## config.mk

```make
export PLATFORM = sky130hd
export DESIGN_NAME = tx_event_fifo_and_tx_queue
export DESIGN_NICKNAME = d
export VERILOG_FILES = /design/src/rtl/txlog_pkg.sv /design/src/rtl/tx_event_fifo_and_tx_queue.sv
export SDC_FILE = /design/constraint.sdc
export NUM_CORES = 1
export LEC_CHECK = 0
export ABC_AREA = 0
export BUFFER_PORTS_ARGS = -buffer_cell sky130_fd_sc_hd__buf_2
export CORE_ASPECT_RATIO = 1.1
export CORE_MARGIN = 10
export CORE_UTILIZATION = 59
export CTS_CLUSTER_SIZE = 28
export DETAILED_ROUTE_END_ITERATION = 10
export PLACE_DENSITY = 0.79
export SYNTH_ARGS = -nofsm -noshare
export SYNTH_HDL_FRONTEND = slang
export SYNTH_HIERARCHICAL = 1
export SYNTH_SLANG_ARGS = --single-unit
```

## constraint.sdc

```tcl
create_clock -name clock -period 10.2 [get_ports clock]
set_input_delay 0.51 -clock clock [delete_from_list [all_inputs] [get_ports clock]]
set_output_delay 0.51 -clock clock [all_outputs]
set_load 0.02 [all_outputs]
```

## src/rtl/txlog_pkg.sv

```systemverilog
package txlog_pkg;

    // register indices on the register access port
    localparam logic [2:0] REG_EVENT_CTRL = 3'h0;
    localparam logic [2:0] REG_EVENT_STAT = 3'h1;
    localparam logic [2:0] REG_EVENT_UA = 3'h2;
    localparam logic [2:0] REG_QUEUE_CTRL = 3'h3;
    localparam logic [2:0] REG_QUEUE_STAT = 3'h4;

    // control register fields
    localparam int PAYLOAD_LSB = 29;
    localparam int DEPTH_LSB = 24;
    localparam int RETRY_LSB = 21;
    localparam int PRIO_LSB = 16;
    localparam int RESET_BIT = 10;
    localparam int SEND_BIT = 9;
    localparam int INC_BIT = 8;
    localparam int DIR_BIT = 7;
    localparam int TS_EN_BIT = 5;
    localparam int ATT_IE_BIT = 4;
    localparam int OVF_BIT = 3;
    localparam int FULL_BIT = 2;
    localparam int HALF_BIT = 1;
    localparam int NE_BIT = 0;
    localparam int QE_BIT = 2;
    localparam int QNF_BIT = 0;

    // queue status fields
    localparam int INDEX_LSB = 8;
    localparam int ABT_BIT = 7;
    localparam int LARB_BIT = 6;
    localparam int ERR_BIT = 5;
    localparam int ATT_FLAG_BIT = 4;

    // reset values
    localparam logic [1:0] RETRY_RST = 2'h3;
    localparam logic [4:0] DEPTH_RST = 5'h00;

    // event object sizes in bytes
    localparam logic [31:0] OBJ_BYTES = 32'h0000_0008;
    localparam logic [31:0] STAMP_BYTES = 32'h0000_0004;

    typedef enum logic [1:0] {
        RETRY_NONE = 2'b00,
        RETRY_THREE = 2'b01,
        RETRY_FOREVER = 2'b10
    } retry_mode_e;

    typedef struct packed {
        logic wr;
        logic rd;
        logic [2:0] idx;
        logic [31:0] wdata;
    } reg_req_s;

    typedef struct packed {
        logic ok;
        logic aborted;
        logic lost_arb;
        logic bus_err;
        logic exhausted;
        logic [31:0] stamp;
    } completion_s;

    typedef struct packed {
        logic [31:0] addr;
        logic [31:0] stamp;
        logic stamped;
    } event_obj_s;

    function automatic logic [6:0] payload_bytes(input logic [2:0] code);
        case (code)
            3'h0: payload_bytes = 7'h08;
            3'h1: payload_bytes = 7'h0c;
            3'h2: payload_bytes = 7'h10;
            3'h3: payload_bytes = 7'h14;
            3'h4: payload_bytes = 7'h18;
            3'h5: payload_bytes = 7'h20;
            3'h6: payload_bytes = 7'h30;
            default: payload_bytes = 7'h40;
        endcase
    endfunction

endpackage

```

## src/rtl/tx_event_fifo_and_tx_queue.sv

```systemverilog
`timescale 1ns/1ps
`default_nettype none

module completion_fifo #(
    parameter int WIDTH = 37,
    parameter int DEPTH = 16
) (
    // clock and reset
    input wire logic clock,
    input wire logic rst_n,
    // filling side
    input wire logic in_valid,
    output logic in_ready,
    input wire logic [WIDTH-1:0] in_data,
    // draining side
    output logic out_valid,
    input wire logic out_ready,
    output logic [WIDTH-1:0] out_data
);
    localparam int AW = $clog2(DEPTH);

    if (DEPTH < 2 || (1 << AW) != DEPTH || WIDTH < 1) begin : g_check
        $error("completion_fifo: depth must be a power of two, at least 2");
    end

    logic [WIDTH-1:0] mem_ff [DEPTH];
    logic [AW-1:0] wr_ptr_ff, rd_ptr_ff;
    logic [AW:0] count_ff;
    wire push = in_valid && in_ready;
    wire pop = out_valid && out_ready;

    assign in_ready = (count_ff != (AW+1)'(DEPTH));
    assign out_valid = (count_ff != '0);
    assign out_data = mem_ff[rd_ptr_ff];

    always_ff @(posedge clock) begin
        if (push) begin
            mem_ff[wr_ptr_ff] <= in_data;
        end
    end

    always_ff @(posedge clock) begin
        if (!rst_n) begin
            wr_ptr_ff <= '0;
            rd_ptr_ff <= '0;
            count_ff <= '0;
        end else begin
            wr_ptr_ff <= wr_ptr_ff + AW'(push);
            rd_ptr_ff <= rd_ptr_ff + AW'(pop);
            count_ff <= count_ff + (AW+1)'(push) - (AW+1)'(pop);
        end
    end
endmodule

// Function
// - depth field plus one sets buffer depth
// - reset bit resets buffer, hardware clears it
// - reset bit held in configuration, clears after
// - increment bit advances event tail by one
// - timestamp enable decides stamped event objects
// - sizing fields writable only in configuration
// - event enables gate flags onto interrupt
// - event full, half, not-empty flags track occupancy
// - overflow flag sticky until software clears
// - user address reads current tail address
// - retry field: none, three, unlimited
// - five-bit priority ranks the queue
// - send request clears after queue drained
// - writing zero while set requests abort
// - increment bit commits one queue message
// - transmit direction bit reads one
// - queue enables; exhausted attempts set flag
// - empty and not-full flags reset high
// - message index gives next slot sent
// - completion status updates; send or zero clears
module tx_event_fifo_and_tx_queue #(
    parameter int BUF_DEPTH = 16,
    parameter logic [31:0] EVENT_BASE = 32'h0000_0000
) (
    // clock and reset
    input wire logic clock,
    input wire logic rst_n,
    // controller mode
    input wire logic config_mode,
    input wire logic global_retry_limit_enable,
    // register access
    input wire txlog_pkg::reg_req_s reg_req,
    output logic [31:0] reg_rdata,
    output logic reg_rvalid,
    // completions from the protocol engine
    input wire logic cmp_valid,
    output logic cmp_ready,
    input wire txlog_pkg::completion_s cmp_data,
    // queue towards the protocol engine
    output logic send_pending,
    output logic abort_pending,
    output logic [4:0] next_message_index,
    output logic [4:0] queue_priority,
    output logic [1:0] retry_limit,
    output logic [6:0] payload_size,
    // event object writes
    output logic evt_valid,
    output txlog_pkg::event_obj_s evt_data,
    // interrupt requests
    output logic event_irq,
    output logic queue_irq
);
    import txlog_pkg::*;

    // register decode
    wire wr_ectl = reg_req.wr && (reg_req.idx == REG_EVENT_CTRL);
    wire wr_esta = reg_req.wr && (reg_req.idx == REG_EVENT_STAT);
    wire wr_qctl = reg_req.wr && (reg_req.idx == REG_QUEUE_CTRL);
    wire wr_qsta = reg_req.wr && (reg_req.idx == REG_QUEUE_STAT);
    wire [31:0] wd = reg_req.wdata;

    // configuration fields
    logic [4:0] evt_depth_ff, q_depth_ff, q_prio_ff;
    logic [2:0] q_payload_ff;
    logic [1:0] q_retry_ff;
    logic ts_en_ff;
    logic [3:0] evt_ie_ff;
    logic [2:0] q_ie_ff;

    always_ff @(posedge clock) begin
        if (!rst_n) begin
            evt_depth_ff <= DEPTH_RST;
            ts_en_ff <= 1'b0;
            evt_ie_ff <= '0;
        end else if (wr_ectl) begin
            evt_ie_ff <= wd[OVF_BIT:NE_BIT];
            if (config_mode) begin
                evt_depth_ff <= wd[DEPTH_LSB +: 5];
                ts_en_ff <= wd[TS_EN_BIT];
            end
        end
    end

    always_ff @(posedge clock) begin
        if (!rst_n) begin
            q_depth_ff <= DEPTH_RST;
            q_payload_ff <= '0;
            q_retry_ff <= RETRY_RST;
            q_prio_ff <= '0;
            q_ie_ff <= '0;
        end else if (wr_qctl) begin
            q_retry_ff <= wd[RETRY_LSB +: 2];
            q_prio_ff <= wd[PRIO_LSB +: 5];
            q_ie_ff <= {wd[ATT_IE_BIT], wd[QE_BIT], wd[QNF_BIT]};
            if (config_mode) begin
                q_depth_ff <= wd[DEPTH_LSB +: 5];
                q_payload_ff <= wd[PAYLOAD_LSB +: 3];
            end
        end
    end

    // buffer reset bits: held in configuration, one cycle to reset in normal mode
    logic evt_rst_ff, q_rst_ff;
    wire nxt_evt_rst = config_mode || (wr_ectl && wd[RESET_BIT]);
    wire nxt_q_rst = config_mode || (wr_qctl && wd[RESET_BIT]);

    always_ff @(posedge clock) begin
        if (!rst_n) begin
            evt_rst_ff <= 1'b1;
            q_rst_ff <= 1'b1;
        end else begin
            evt_rst_ff <= nxt_evt_rst;
            q_rst_ff <= nxt_q_rst;
        end
    end

    // completion buffer; drain stalls while either buffer resets
    completion_s rec;
    logic rec_valid;
    wire rec_ready = !evt_rst_ff && !q_rst_ff;
    wire take = rec_valid && rec_ready;

    completion_fifo #(.WIDTH($bits(completion_s)), .DEPTH(BUF_DEPTH)) u_cmp_fifo (
        .clock(clock),
        .rst_n(rst_n),
        .in_valid(cmp_valid),
        .in_ready(cmp_ready),
        .in_data(cmp_data),
        .out_valid(rec_valid),
        .out_ready(rec_ready),
        .out_data(rec)
    );

    // transmit event log occupancy
    logic [4:0] evt_head_ff, evt_tail_ff;
    logic [5:0] evt_count_ff;
    logic ovf_ff;
    wire [5:0] evt_depth = {1'b0, evt_depth_ff} + 6'h01;
    wire evt_full = (evt_count_ff == evt_depth);
    wire evt_half = ({evt_count_ff, 1'b0} >= {1'b0, evt_depth});
    wire evt_not_empty = (evt_count_ff != 6'h00);
    wire evt_take = take && rec.ok;
    wire evt_overflow = evt_take && evt_full;
    wire evt_push = evt_take && !evt_full;
    wire evt_pop = wr_ectl && wd[INC_BIT] && evt_not_empty && !evt_rst_ff;
    wire [31:0] evt_obj = ts_en_ff ? (OBJ_BYTES + STAMP_BYTES) : OBJ_BYTES;
    wire [31:0] evt_tail_addr = EVENT_BASE + 32'(evt_tail_ff) * evt_obj;
    wire [31:0] evt_head_addr = EVENT_BASE + 32'(evt_head_ff) * evt_obj;

    always_ff @(posedge clock) begin
        if (!rst_n || evt_rst_ff) begin
            evt_head_ff <= '0;
            evt_tail_ff <= '0;
            evt_count_ff <= '0;
        end else begin
            if (evt_push) begin
                evt_head_ff <= (evt_head_ff == evt_depth_ff) ? 5'h00 : evt_head_ff + 5'h01;
            end
            if (evt_pop) begin
                evt_tail_ff <= (evt_tail_ff == evt_depth_ff) ? 5'h00 : evt_tail_ff + 5'h01;
            end
            evt_count_ff <= evt_count_ff + 6'(evt_push) - 6'(evt_pop);
        end
    end

    // overflow flag: hardware set wins over software clear
    wire ovf_clr = wr_esta && !wd[OVF_BIT];

    always_ff @(posedge clock) begin
        if (!rst_n) begin
            ovf_ff <= 1'b0;
        end else if (evt_overflow) begin
            ovf_ff <= 1'b1;
        end else if (ovf_clr) begin
            ovf_ff <= 1'b0;
        end
    end

    // event object write, stamped only when enabled
    always_ff @(posedge clock) begin
        if (!rst_n) begin
            evt_valid <= 1'b0;
            evt_data <= '0;
        end else begin
            evt_valid <= evt_push;
            if (evt_push) begin
                evt_data.addr <= evt_head_addr;
                evt_data.stamp <= ts_en_ff ? rec.stamp : 32'h0000_0000;
                evt_data.stamped <= ts_en_ff;
            end
        end
    end

    // transmit queue occupancy
    logic [4:0] q_head_ff, q_ci_ff;
    logic [5:0] q_count_ff;
    logic send_ff, abort_ff, abt_ff, larb_ff, err_ff, att_ff;
    wire [5:0] q_depth = {1'b0, q_depth_ff} + 6'h01;
    wire q_empty = (q_count_ff == 6'h00);
    wire q_not_full = (q_count_ff < q_depth);
    wire q_inc = wr_qctl && wd[INC_BIT] && q_not_full && !q_rst_ff;
    wire q_done = take && rec.ok && !q_empty;
    wire set_send = wr_qctl && wd[SEND_BIT] && !send_ff;
    wire abort_req = wr_qctl && !wd[SEND_BIT] && send_ff;
    wire last_sent = q_done && (q_count_ff == 6'h01) && !q_inc;

    always_ff @(posedge clock) begin
        if (!rst_n || q_rst_ff) begin
            q_head_ff <= '0;
            q_ci_ff <= '0;
            q_count_ff <= '0;
        end else begin
            if (q_inc) begin
                q_head_ff <= (q_head_ff == q_depth_ff) ? 5'h00 : q_head_ff + 5'h01;
            end
            if (q_done) begin
                q_ci_ff <= (q_ci_ff == q_depth_ff) ? 5'h00 : q_ci_ff + 5'h01;
            end
            q_count_ff <= q_count_ff + 6'(q_inc) - 6'(q_done);
        end
    end

    // send request and abort
    always_ff @(posedge clock) begin
        if (!rst_n || q_rst_ff) begin
            send_ff <= 1'b0;
            abort_ff <= 1'b0;
        end else begin
            if (set_send) begin
                send_ff <= 1'b1;
            end else if (abort_req || last_sent) begin
                send_ff <= 1'b0;
            end
            if (abort_req) begin
                abort_ff <= 1'b1;
            end else if (take || set_send) begin
                abort_ff <= 1'b0;
            end
        end
    end

    // completion status: a completion updates, send or a zero write clears
    always_ff @(posedge clock) begin
        if (!rst_n || q_rst_ff) begin
            abt_ff <= 1'b0;
            larb_ff <= 1'b0;
            err_ff <= 1'b0;
        end else if (take) begin
            abt_ff <= rec.aborted;
            larb_ff <= rec.lost_arb;
            err_ff <= rec.bus_err;
        end else begin
            abt_ff <= abt_ff && !set_send && !(wr_qsta && !wd[ABT_BIT]);
            larb_ff <= larb_ff && !set_send && !(wr_qsta && !wd[LARB_BIT]);
            err_ff <= err_ff && !set_send && !(wr_qsta && !wd[ERR_BIT]);
        end
    end

    always_ff @(posedge clock) begin
        if (!rst_n) begin
            att_ff <= 1'b0;
        end else if (take && rec.exhausted) begin
            att_ff <= 1'b1;
        end else if (wr_qsta && !wd[ATT_FLAG_BIT]) begin
            att_ff <= 1'b0;
        end
    end

    // engine-facing outputs
    assign send_pending = send_ff && !q_empty && !config_mode;
    assign abort_pending = abort_ff;
    assign next_message_index = q_ci_ff;
    assign queue_priority = q_prio_ff;
    assign retry_limit = !global_retry_limit_enable ? RETRY_FOREVER :
        (q_retry_ff == 2'b00) ? RETRY_NONE :
        (q_retry_ff == 2'b01) ? RETRY_THREE : RETRY_FOREVER;
    assign payload_size = payload_bytes(q_payload_ff);

    // interrupt gating
    wire [3:0] evt_flags = {ovf_ff, evt_full, evt_half, evt_not_empty};
    wire [2:0] q_flags = {att_ff, q_empty, q_not_full};
    assign event_irq = |(evt_flags & evt_ie_ff);
    assign queue_irq = |(q_flags & q_ie_ff);

    // read views
    wire [31:0] rd_ectl = {3'h0, evt_depth_ff, 13'h0, evt_rst_ff, 2'h0, 2'h0, ts_en_ff,
        1'b0, evt_ie_ff};
    wire [31:0] rd_esta = {28'h0, evt_flags};
    wire [31:0] rd_qctl = {q_payload_ff, q_depth_ff, 1'b0, q_retry_ff, q_prio_ff, 5'h0,
        q_rst_ff, send_ff, 1'b0, 1'b1, 2'h0, q_ie_ff[2], 1'b0, q_ie_ff[1], 1'b0,
        q_ie_ff[0]};
    wire [31:0] rd_qsta = {19'h0, q_ci_ff, abt_ff, larb_ff, err_ff, att_ff, 1'b0, q_empty,
        1'b0, q_not_full};
    wire [31:0] rd_sel = (reg_req.idx == REG_EVENT_CTRL) ? rd_ectl :
        (reg_req.idx == REG_EVENT_STAT) ? rd_esta :
        (reg_req.idx == REG_EVENT_UA) ? evt_tail_addr :
        (reg_req.idx == REG_QUEUE_CTRL) ? rd_qctl :
        (reg_req.idx == REG_QUEUE_STAT) ? rd_qsta : 32'h0000_0000;

    always_ff @(posedge clock) begin
        if (!rst_n) begin
            reg_rdata <= '0;
            reg_rvalid <= 1'b0;
        end else begin
            reg_rvalid <= reg_req.rd;
            if (reg_req.rd) begin
                reg_rdata <= rd_sel;
            end
        end
    end
endmodule

`default_nettype wire

```

# Yosys cells after proc, flatten, opt, wreduce, memory -nomap -nowiden
# Memory sizes are Yosys's and may differ from the RTL's. A register that Yosys moved wholly into a read port is not among the register bits.
# Index checks and enable logic that the tools add are counted.
[totals]
wordCells = 173
reg_bits = 176
output_inout_bits = 123
ram_bits = 592
mem_count = 1
[memory_table]
columns = ["name", "words", "word_bits", "read_ports", "rd_clocked_by_memory_dff", "wr", "line_no", "source"]
rows = [
  ["u_cmp_fifo.mem_ff", 16, 37, 1, 1, 1, "tx_event_fifo_and_tx_queue.sv:26", "logic [WIDTH-1:0] mem_ff [DEPTH];"],
]
[classes]
multipliers = 2
n_bitwise = 2
mux = 28
n_addsub = 13
n_reduce_logical = 77
magnitude_cmp = 2
eq_ne = 17
[ops]
columns = ["op", "n"]
rows = [
  ["two-way mux 32 bit", 5],
  ["one-hot mux 7 bit (7 select lines)", 1],
  ["logical AND 1 bit", 39],
  ["zero test 1 bit", 18],
  ["multiplier 5 x 4 -> 9 bit", 2],
  ["adder 5 x 1 -> 5 bit (second input constant)", 3],
  ["== test 5 bit", 3],
  ["two-way mux 5 bit", 3],
  ["two-way mux 1 bit", 13],
  ["two-way mux 13 bit", 1],
  ["adder 5 x 1 -> 6 bit (second input constant)", 2],
  ["adder 6 x 1 -> 6 bit", 2],
  ["== test 3 x 2 -> 1 bit (second input constant)", 4],
  ["== test 3 bit (second input constant)", 4],
  ["subtractor 6 x 1 -> 6 bit", 2],
  ["adder 4 x 1 -> 4 bit", 2],
  ["nonzero test 2 bit", 4],
  ["greater-or-equal comparator 7 x 6 -> 1 bit", 1],
  ["== test 3 x 1 -> 1 bit (second input constant)", 2],
  ["== test 6 x 1 -> 1 bit (second input constant)", 1],
  ["== test 6 bit", 1],
  ["zero test 3 bit", 2],
  ["zero test 6 bit", 1],
  ["logical OR 1 bit", 6],
  ["other kinds (16)", 19],
]

# Logic depth before layout (Yosys ltp)
[logic_depth]
depth_word = 10
depth_mapped = 21

# By module
# Netlist, hierarchy kept.
[by_module_without_submodules]
columns = ["mod", "n_inst", "area_per_inst_um2", "cells_each", "seq_area_each_um2"]
rows = [
  ["completion_fifo", 1, 22871.9, 991, 18037.3],
  ["tx_event_fifo_and_tx_queue", 1, 7121.8, 852, 2682.6],
]

# Worst setup path before layout
# OpenSTA, ideal clock, no wires.
[synth_path]
path_kind = "reg2reg"
start = "register u_cmp_fifo.count_ff[2]"
end = "memory u_cmp_fifo.mem_ff[0][0], enable pin"
setup_time_ns = 0.477
arrival_ns = 3.852
n_path_buf = 0
setup_slack_ns = 5.871
stages_incl_launch_ff = 7
synth_period_minus_slack_ns = 4.329
path_cell_list = "dfxtp_1 -> inv_1 -> ha_1 -> nand4bb_1 -> nand2_1 -> or3_1 -> nor3_1"
[synth_between]
elab_chain_cells = 4
[synth_rtl]
columns = ["element", "line_no", "source"]
rows = [
  ["start, declared", "tx_event_fifo_and_tx_queue.sv:28", "logic [AW:0] count_ff;"],
  ["start signal, assigned", "tx_event_fifo_and_tx_queue.sv:50", "count_ff <= count_ff + (AW+1)'(push) - (AW+1)'(pop);"],
  ["!= test 5 bit", "tx_event_fifo_and_tx_queue.sv:32", "assign in_ready = (count_ff != (AW+1)'(DEPTH));"],
  ["named net cmp_ready", "tx_event_fifo_and_tx_queue.sv:92", "output logic cmp_ready,"],
  ["logical AND 1 bit", "tx_event_fifo_and_tx_queue.sv:29", "wire push = in_valid && in_ready;"],
  ["two-way mux 1 bit", "tx_event_fifo_and_tx_queue.sv:37", "if (push) begin"],
  ["two-way mux 1 bit (not written as such)", "tx_event_fifo_and_tx_queue.sv:38", "mem_ff[wr_ptr_ff] <= in_data;"],
  ["end, declared", "tx_event_fifo_and_tx_queue.sv:26", ""],
]
# The timed path passes the listed nets, and every way through them passes these cells.

==> flow_summary.toml <==
[floorplanning]
start_util = 0.597
die_x_um = 235
die-area_um2 = 60300
num_rows = 86
fp.coreArea_um2 = 50300
io_pins = 202
fp.dieH_um = 256

[logic_synthesis]
synth_ff_type = "edfxtp_1"
synthCells = 1843
synth.distinct_cells = 66
avgSynthCellArea_um2 = 16.3
synth_top_area_share = 0.593
synth.area.top_cells = "edfxtp_1, mux4_2, dfxtp_1"
synth-seq-cells = 739
synth_common_cells = "edfxtp_1, mux4_2, dfxtp_1"
synth_compound_area_frac = 0.0561
yosys.area_share.adder = 0.0296
synth_top_area_cell = "edfxtp_1"
synth_edf_count = 592
synth_mux_area_frac = 0.114
synth_top_family_by_area = "multiplexers"
ys.warnings.count = 6
synth_most_common_cell = "edfxtp_1"
yosys.area_share.simple = 0.0627
synth_area_um2 = 30000
ys_seq_area_frac = 0.691
async_flop_share = 0
synth_xor_area_frac = 0.0158

[placement]
place_ws_ns = 4.79
gp_congestion = 0.854
io_buffers = 164
hpwl_um = 39800
dp_cells = 2591

[setup_path]
arrival_ns = 5.89
r2r-end = "evt_count_ff[5]"
crit_type = "reg -> reg"
r2r_slack_ns = 4.79
r2r_cells = 16
r2r-start = "u_cmp_fifo/rd_ptr_ff[0]"
end_kind = "flip-flop"
start_kind = "flip-flop"
critPathMaxFanout = 91
cp.required_ns = 10.69

[clock_network]
max-clock-path-buffers = 3
cts_tree = "built"
numClockSinks = 739
cts_buffers = 72
htreeDepth = 3
clkLatencyLatePin_ns = 0.62
clkTransAtPathRegs_ns = 0.06
post-cts-setup-buffer-count = 0
hold_buffers = 0
clock-root-buffer = "clkbuf_16"
post_cts_resized = 0

[cells_and_area]
drive_above_1_share = 0.235
synthToLayoutAreaGrowth_pct = 12.6
fin_nets = 2152
final_cells = 2723
nFillCells = 3248

[grt]
grt_usage = 0.238
grt_start_max_net_pins = 91
antenna_found_initial = 6
grt_pass1_wl_um = 110000
grt_overflow = 0
grt_pass1_vias = 17800

[run_status]
status = "finished, final reports clean"

[detailed_routing]
drt_wl_total_um = 72800
first_pass_iters = 5
drt_iter0_markers = 2063
vias = 17400
ant_nets = 0
drc = 0
vias_per_cell = 6.41
wl_per_cell_um = 26.8

[power]
pwr-share-seq = 0.518
p_leak_nw = 11.4
swShare = 0.217
power_density_nw_per_um2 = 194
internal-power_mw = 5.13
clkPwrFrac = 0.415
vdd_drop_max_mv = 0.167
p_comb_frac = 0.068
p_switching_mw = 1.42

[timing]
worstMarginPinSlew_ns = 1.20
rsz0062_at_grt = "false"
slew_headroom = 0.199
setup_viol = 0
setup_ws_ns = 4.79
min_period_ns = 5.41
fin_hold_ws_ns = 0.119
hold_viol_final = 0
fin_skew_ns = 0.0225
post-route-period-util = 0.530
slew_viol_final = 0
timing.fmax_ghz = 0.185
setup_tns_ns = 0

[min_path]
min_from = "reg_req[22]"
hp-class = "in -> reg"
hold_path_depth = 3
hold_end = "q_retry_ff[1]"

[run]
cap_violations = 0
==> layout by cell type (no fill, tap or decap), types with 5 or more instances in the layout <==
cell type,instances
buf_4,35
nand3b_1,5
fa_1,5
nand4_1,5
clkbuf_1,19
edfxtp_1,592
o211ai_1,6
bufinv_16,11
buf_2,163
o21ai_0,49
a211oi_1,11
inv_1,38
mux2i_1,8
clkinv_1,5
a21oi_1,67
clkbuf_16,73
nor2_4,13
xor2_1,30
a22oi_1,80
ha_1,63
conb_1,31
nor2b_1,5
a21o_1,10
and2_1,30
nor3_1,5
nor2_1,58
mux4_2,148
nand2_1,106
nand3_1,116
clkinv_2,9
dfxtp_1,144
xnor2_1,24
nand2b_1,18
==> cell families after synthesis <==
group	Yosys count
AO/OA/AOI/OAI	257
XOR/XNOR	54
adder cells (fa/ha/maj)	68
buffers and inverters	180
flip-flops	739
multiplexers	156
other	1
AND/OR/NAND/NOR	388
==> critical path, cell delays in order (launching register included) <==
cell and delay, ns:
dfxtp_4 0.98, buf_4 0.72, mux4_2 0.60, a22oi_1 0.16
nand2_1 0.15, nand2_1 0.18, o21bai_4 0.15, buf_4 0.72
ha_1 0.32, inv_1 0.05, ha_1 0.27, a21o_1 0.15
a21oi_1 0.26, o21bai_1 0.10, a21oi_1 0.18, xnor2_1 0.14
nor2_1 0.05
==> through the flow <==
| stage | total power [mW] | utilization | cell area, um^2 |
|---|---|---|---|
| 2_1_floorplan | 3.74 | - | 30100 |
| 4_1_cts | 6.59 | 0.672 | 33800 |
| 6_report | 6.55 | 0.672 | 33800 |
| 5_1_grt | 6.74 | 0.672 | 33800 |
| 3_5_place_dp | 3.89 | 0.624 | 31400 |
| 3_3_place_gp | 3.86 | 0.624 | 31400 |
==> sequential cells by signal (all words and copies together) (netlist names), 2 cells and up <==
signal,flops
q_ie_ff,3
evt_tail_ff,5
queue_priority,5
u_cmp_fifo/wr_ptr_ff,4
q_retry_ff,2
q_depth_ff,5
u_cmp_fifo/count_ff,5
evt_depth_ff,5
reg_rdata,28
q_payload_ff,3
next_message_index,5
evt_head_ff,5
q_count_ff,6
evt_count_ff,6
u_cmp_fifo/mem_ff,592
evt_ie_ff,4
u_cmp_fifo/rd_ptr_ff,4
evt_data,40
==> cell type report <==
class	instances	area, um^2	share of cell area
Clock inverter	35	473	0.0140
Timing Repair Buffer	198	1080	0.0319
Antenna cell	3	7.51	0.000222
Clock buffer	94	1920	0.0568
Tap cell	660	826	0.0245
Inverter	40	150	0.00445
Sequential cell	739	20700	0.614
Multi-Input combinational cell	954	8590	0.254
==> how the worst max path moves through the flow <==
| stage | start | endpoint | slack, ns | depth (start not counted) |
|---|---|---|---|---|
| 5_1_grt | u_cmp_fifo/rd_ptr_ff[0] | evt_count_ff[5] | 4.28 | 16 |
| 3_3_place_gp | u_cmp_fifo/rd_ptr_ff[0] | evt_count_ff[4] | 4.82 | 18 |
| 3_5_place_dp | u_cmp_fifo/rd_ptr_ff[0] | evt_count_ff[4] | 4.79 | 18 |
| 4_1_cts | u_cmp_fifo/rd_ptr_ff[0] | evt_count_ff[5] | 4.69 | 16 |
| 2_1_floorplan | u_cmp_fifo/count_ff[2] | u_cmp_fifo/mem_ff[0][0] | 5.87 | 6 |
| 6_report | u_cmp_fifo/rd_ptr_ff[0] | evt_count_ff[5] | 4.79 | 16 |
==> metal layers <==
metal  part of all wire  up-vias  track usage
met5            0.00058        -            0
met1               0.36     8790        0.290
met2               0.51     1011        0.402
met4              0.038        8        0.111
li1                   -     7433            -
met3              0.097      202       0.0522
==> power by group through the flow <==
stage / Sequential, mW / Clock [mW] / Combinational [mW]
after floorplan: 3.44 / 0 / 0.300
after global placement: 3.44 / 0 / 0.418
after detailed placement: 3.45 / 0 / 0.436
after CTS: 3.39 / 2.76 / 0.443
after global routing: 3.40 / 2.86 / 0.478
final: 3.39 / 2.72 / 0.443
Note: power is estimated with default switching activity, not from simulation.
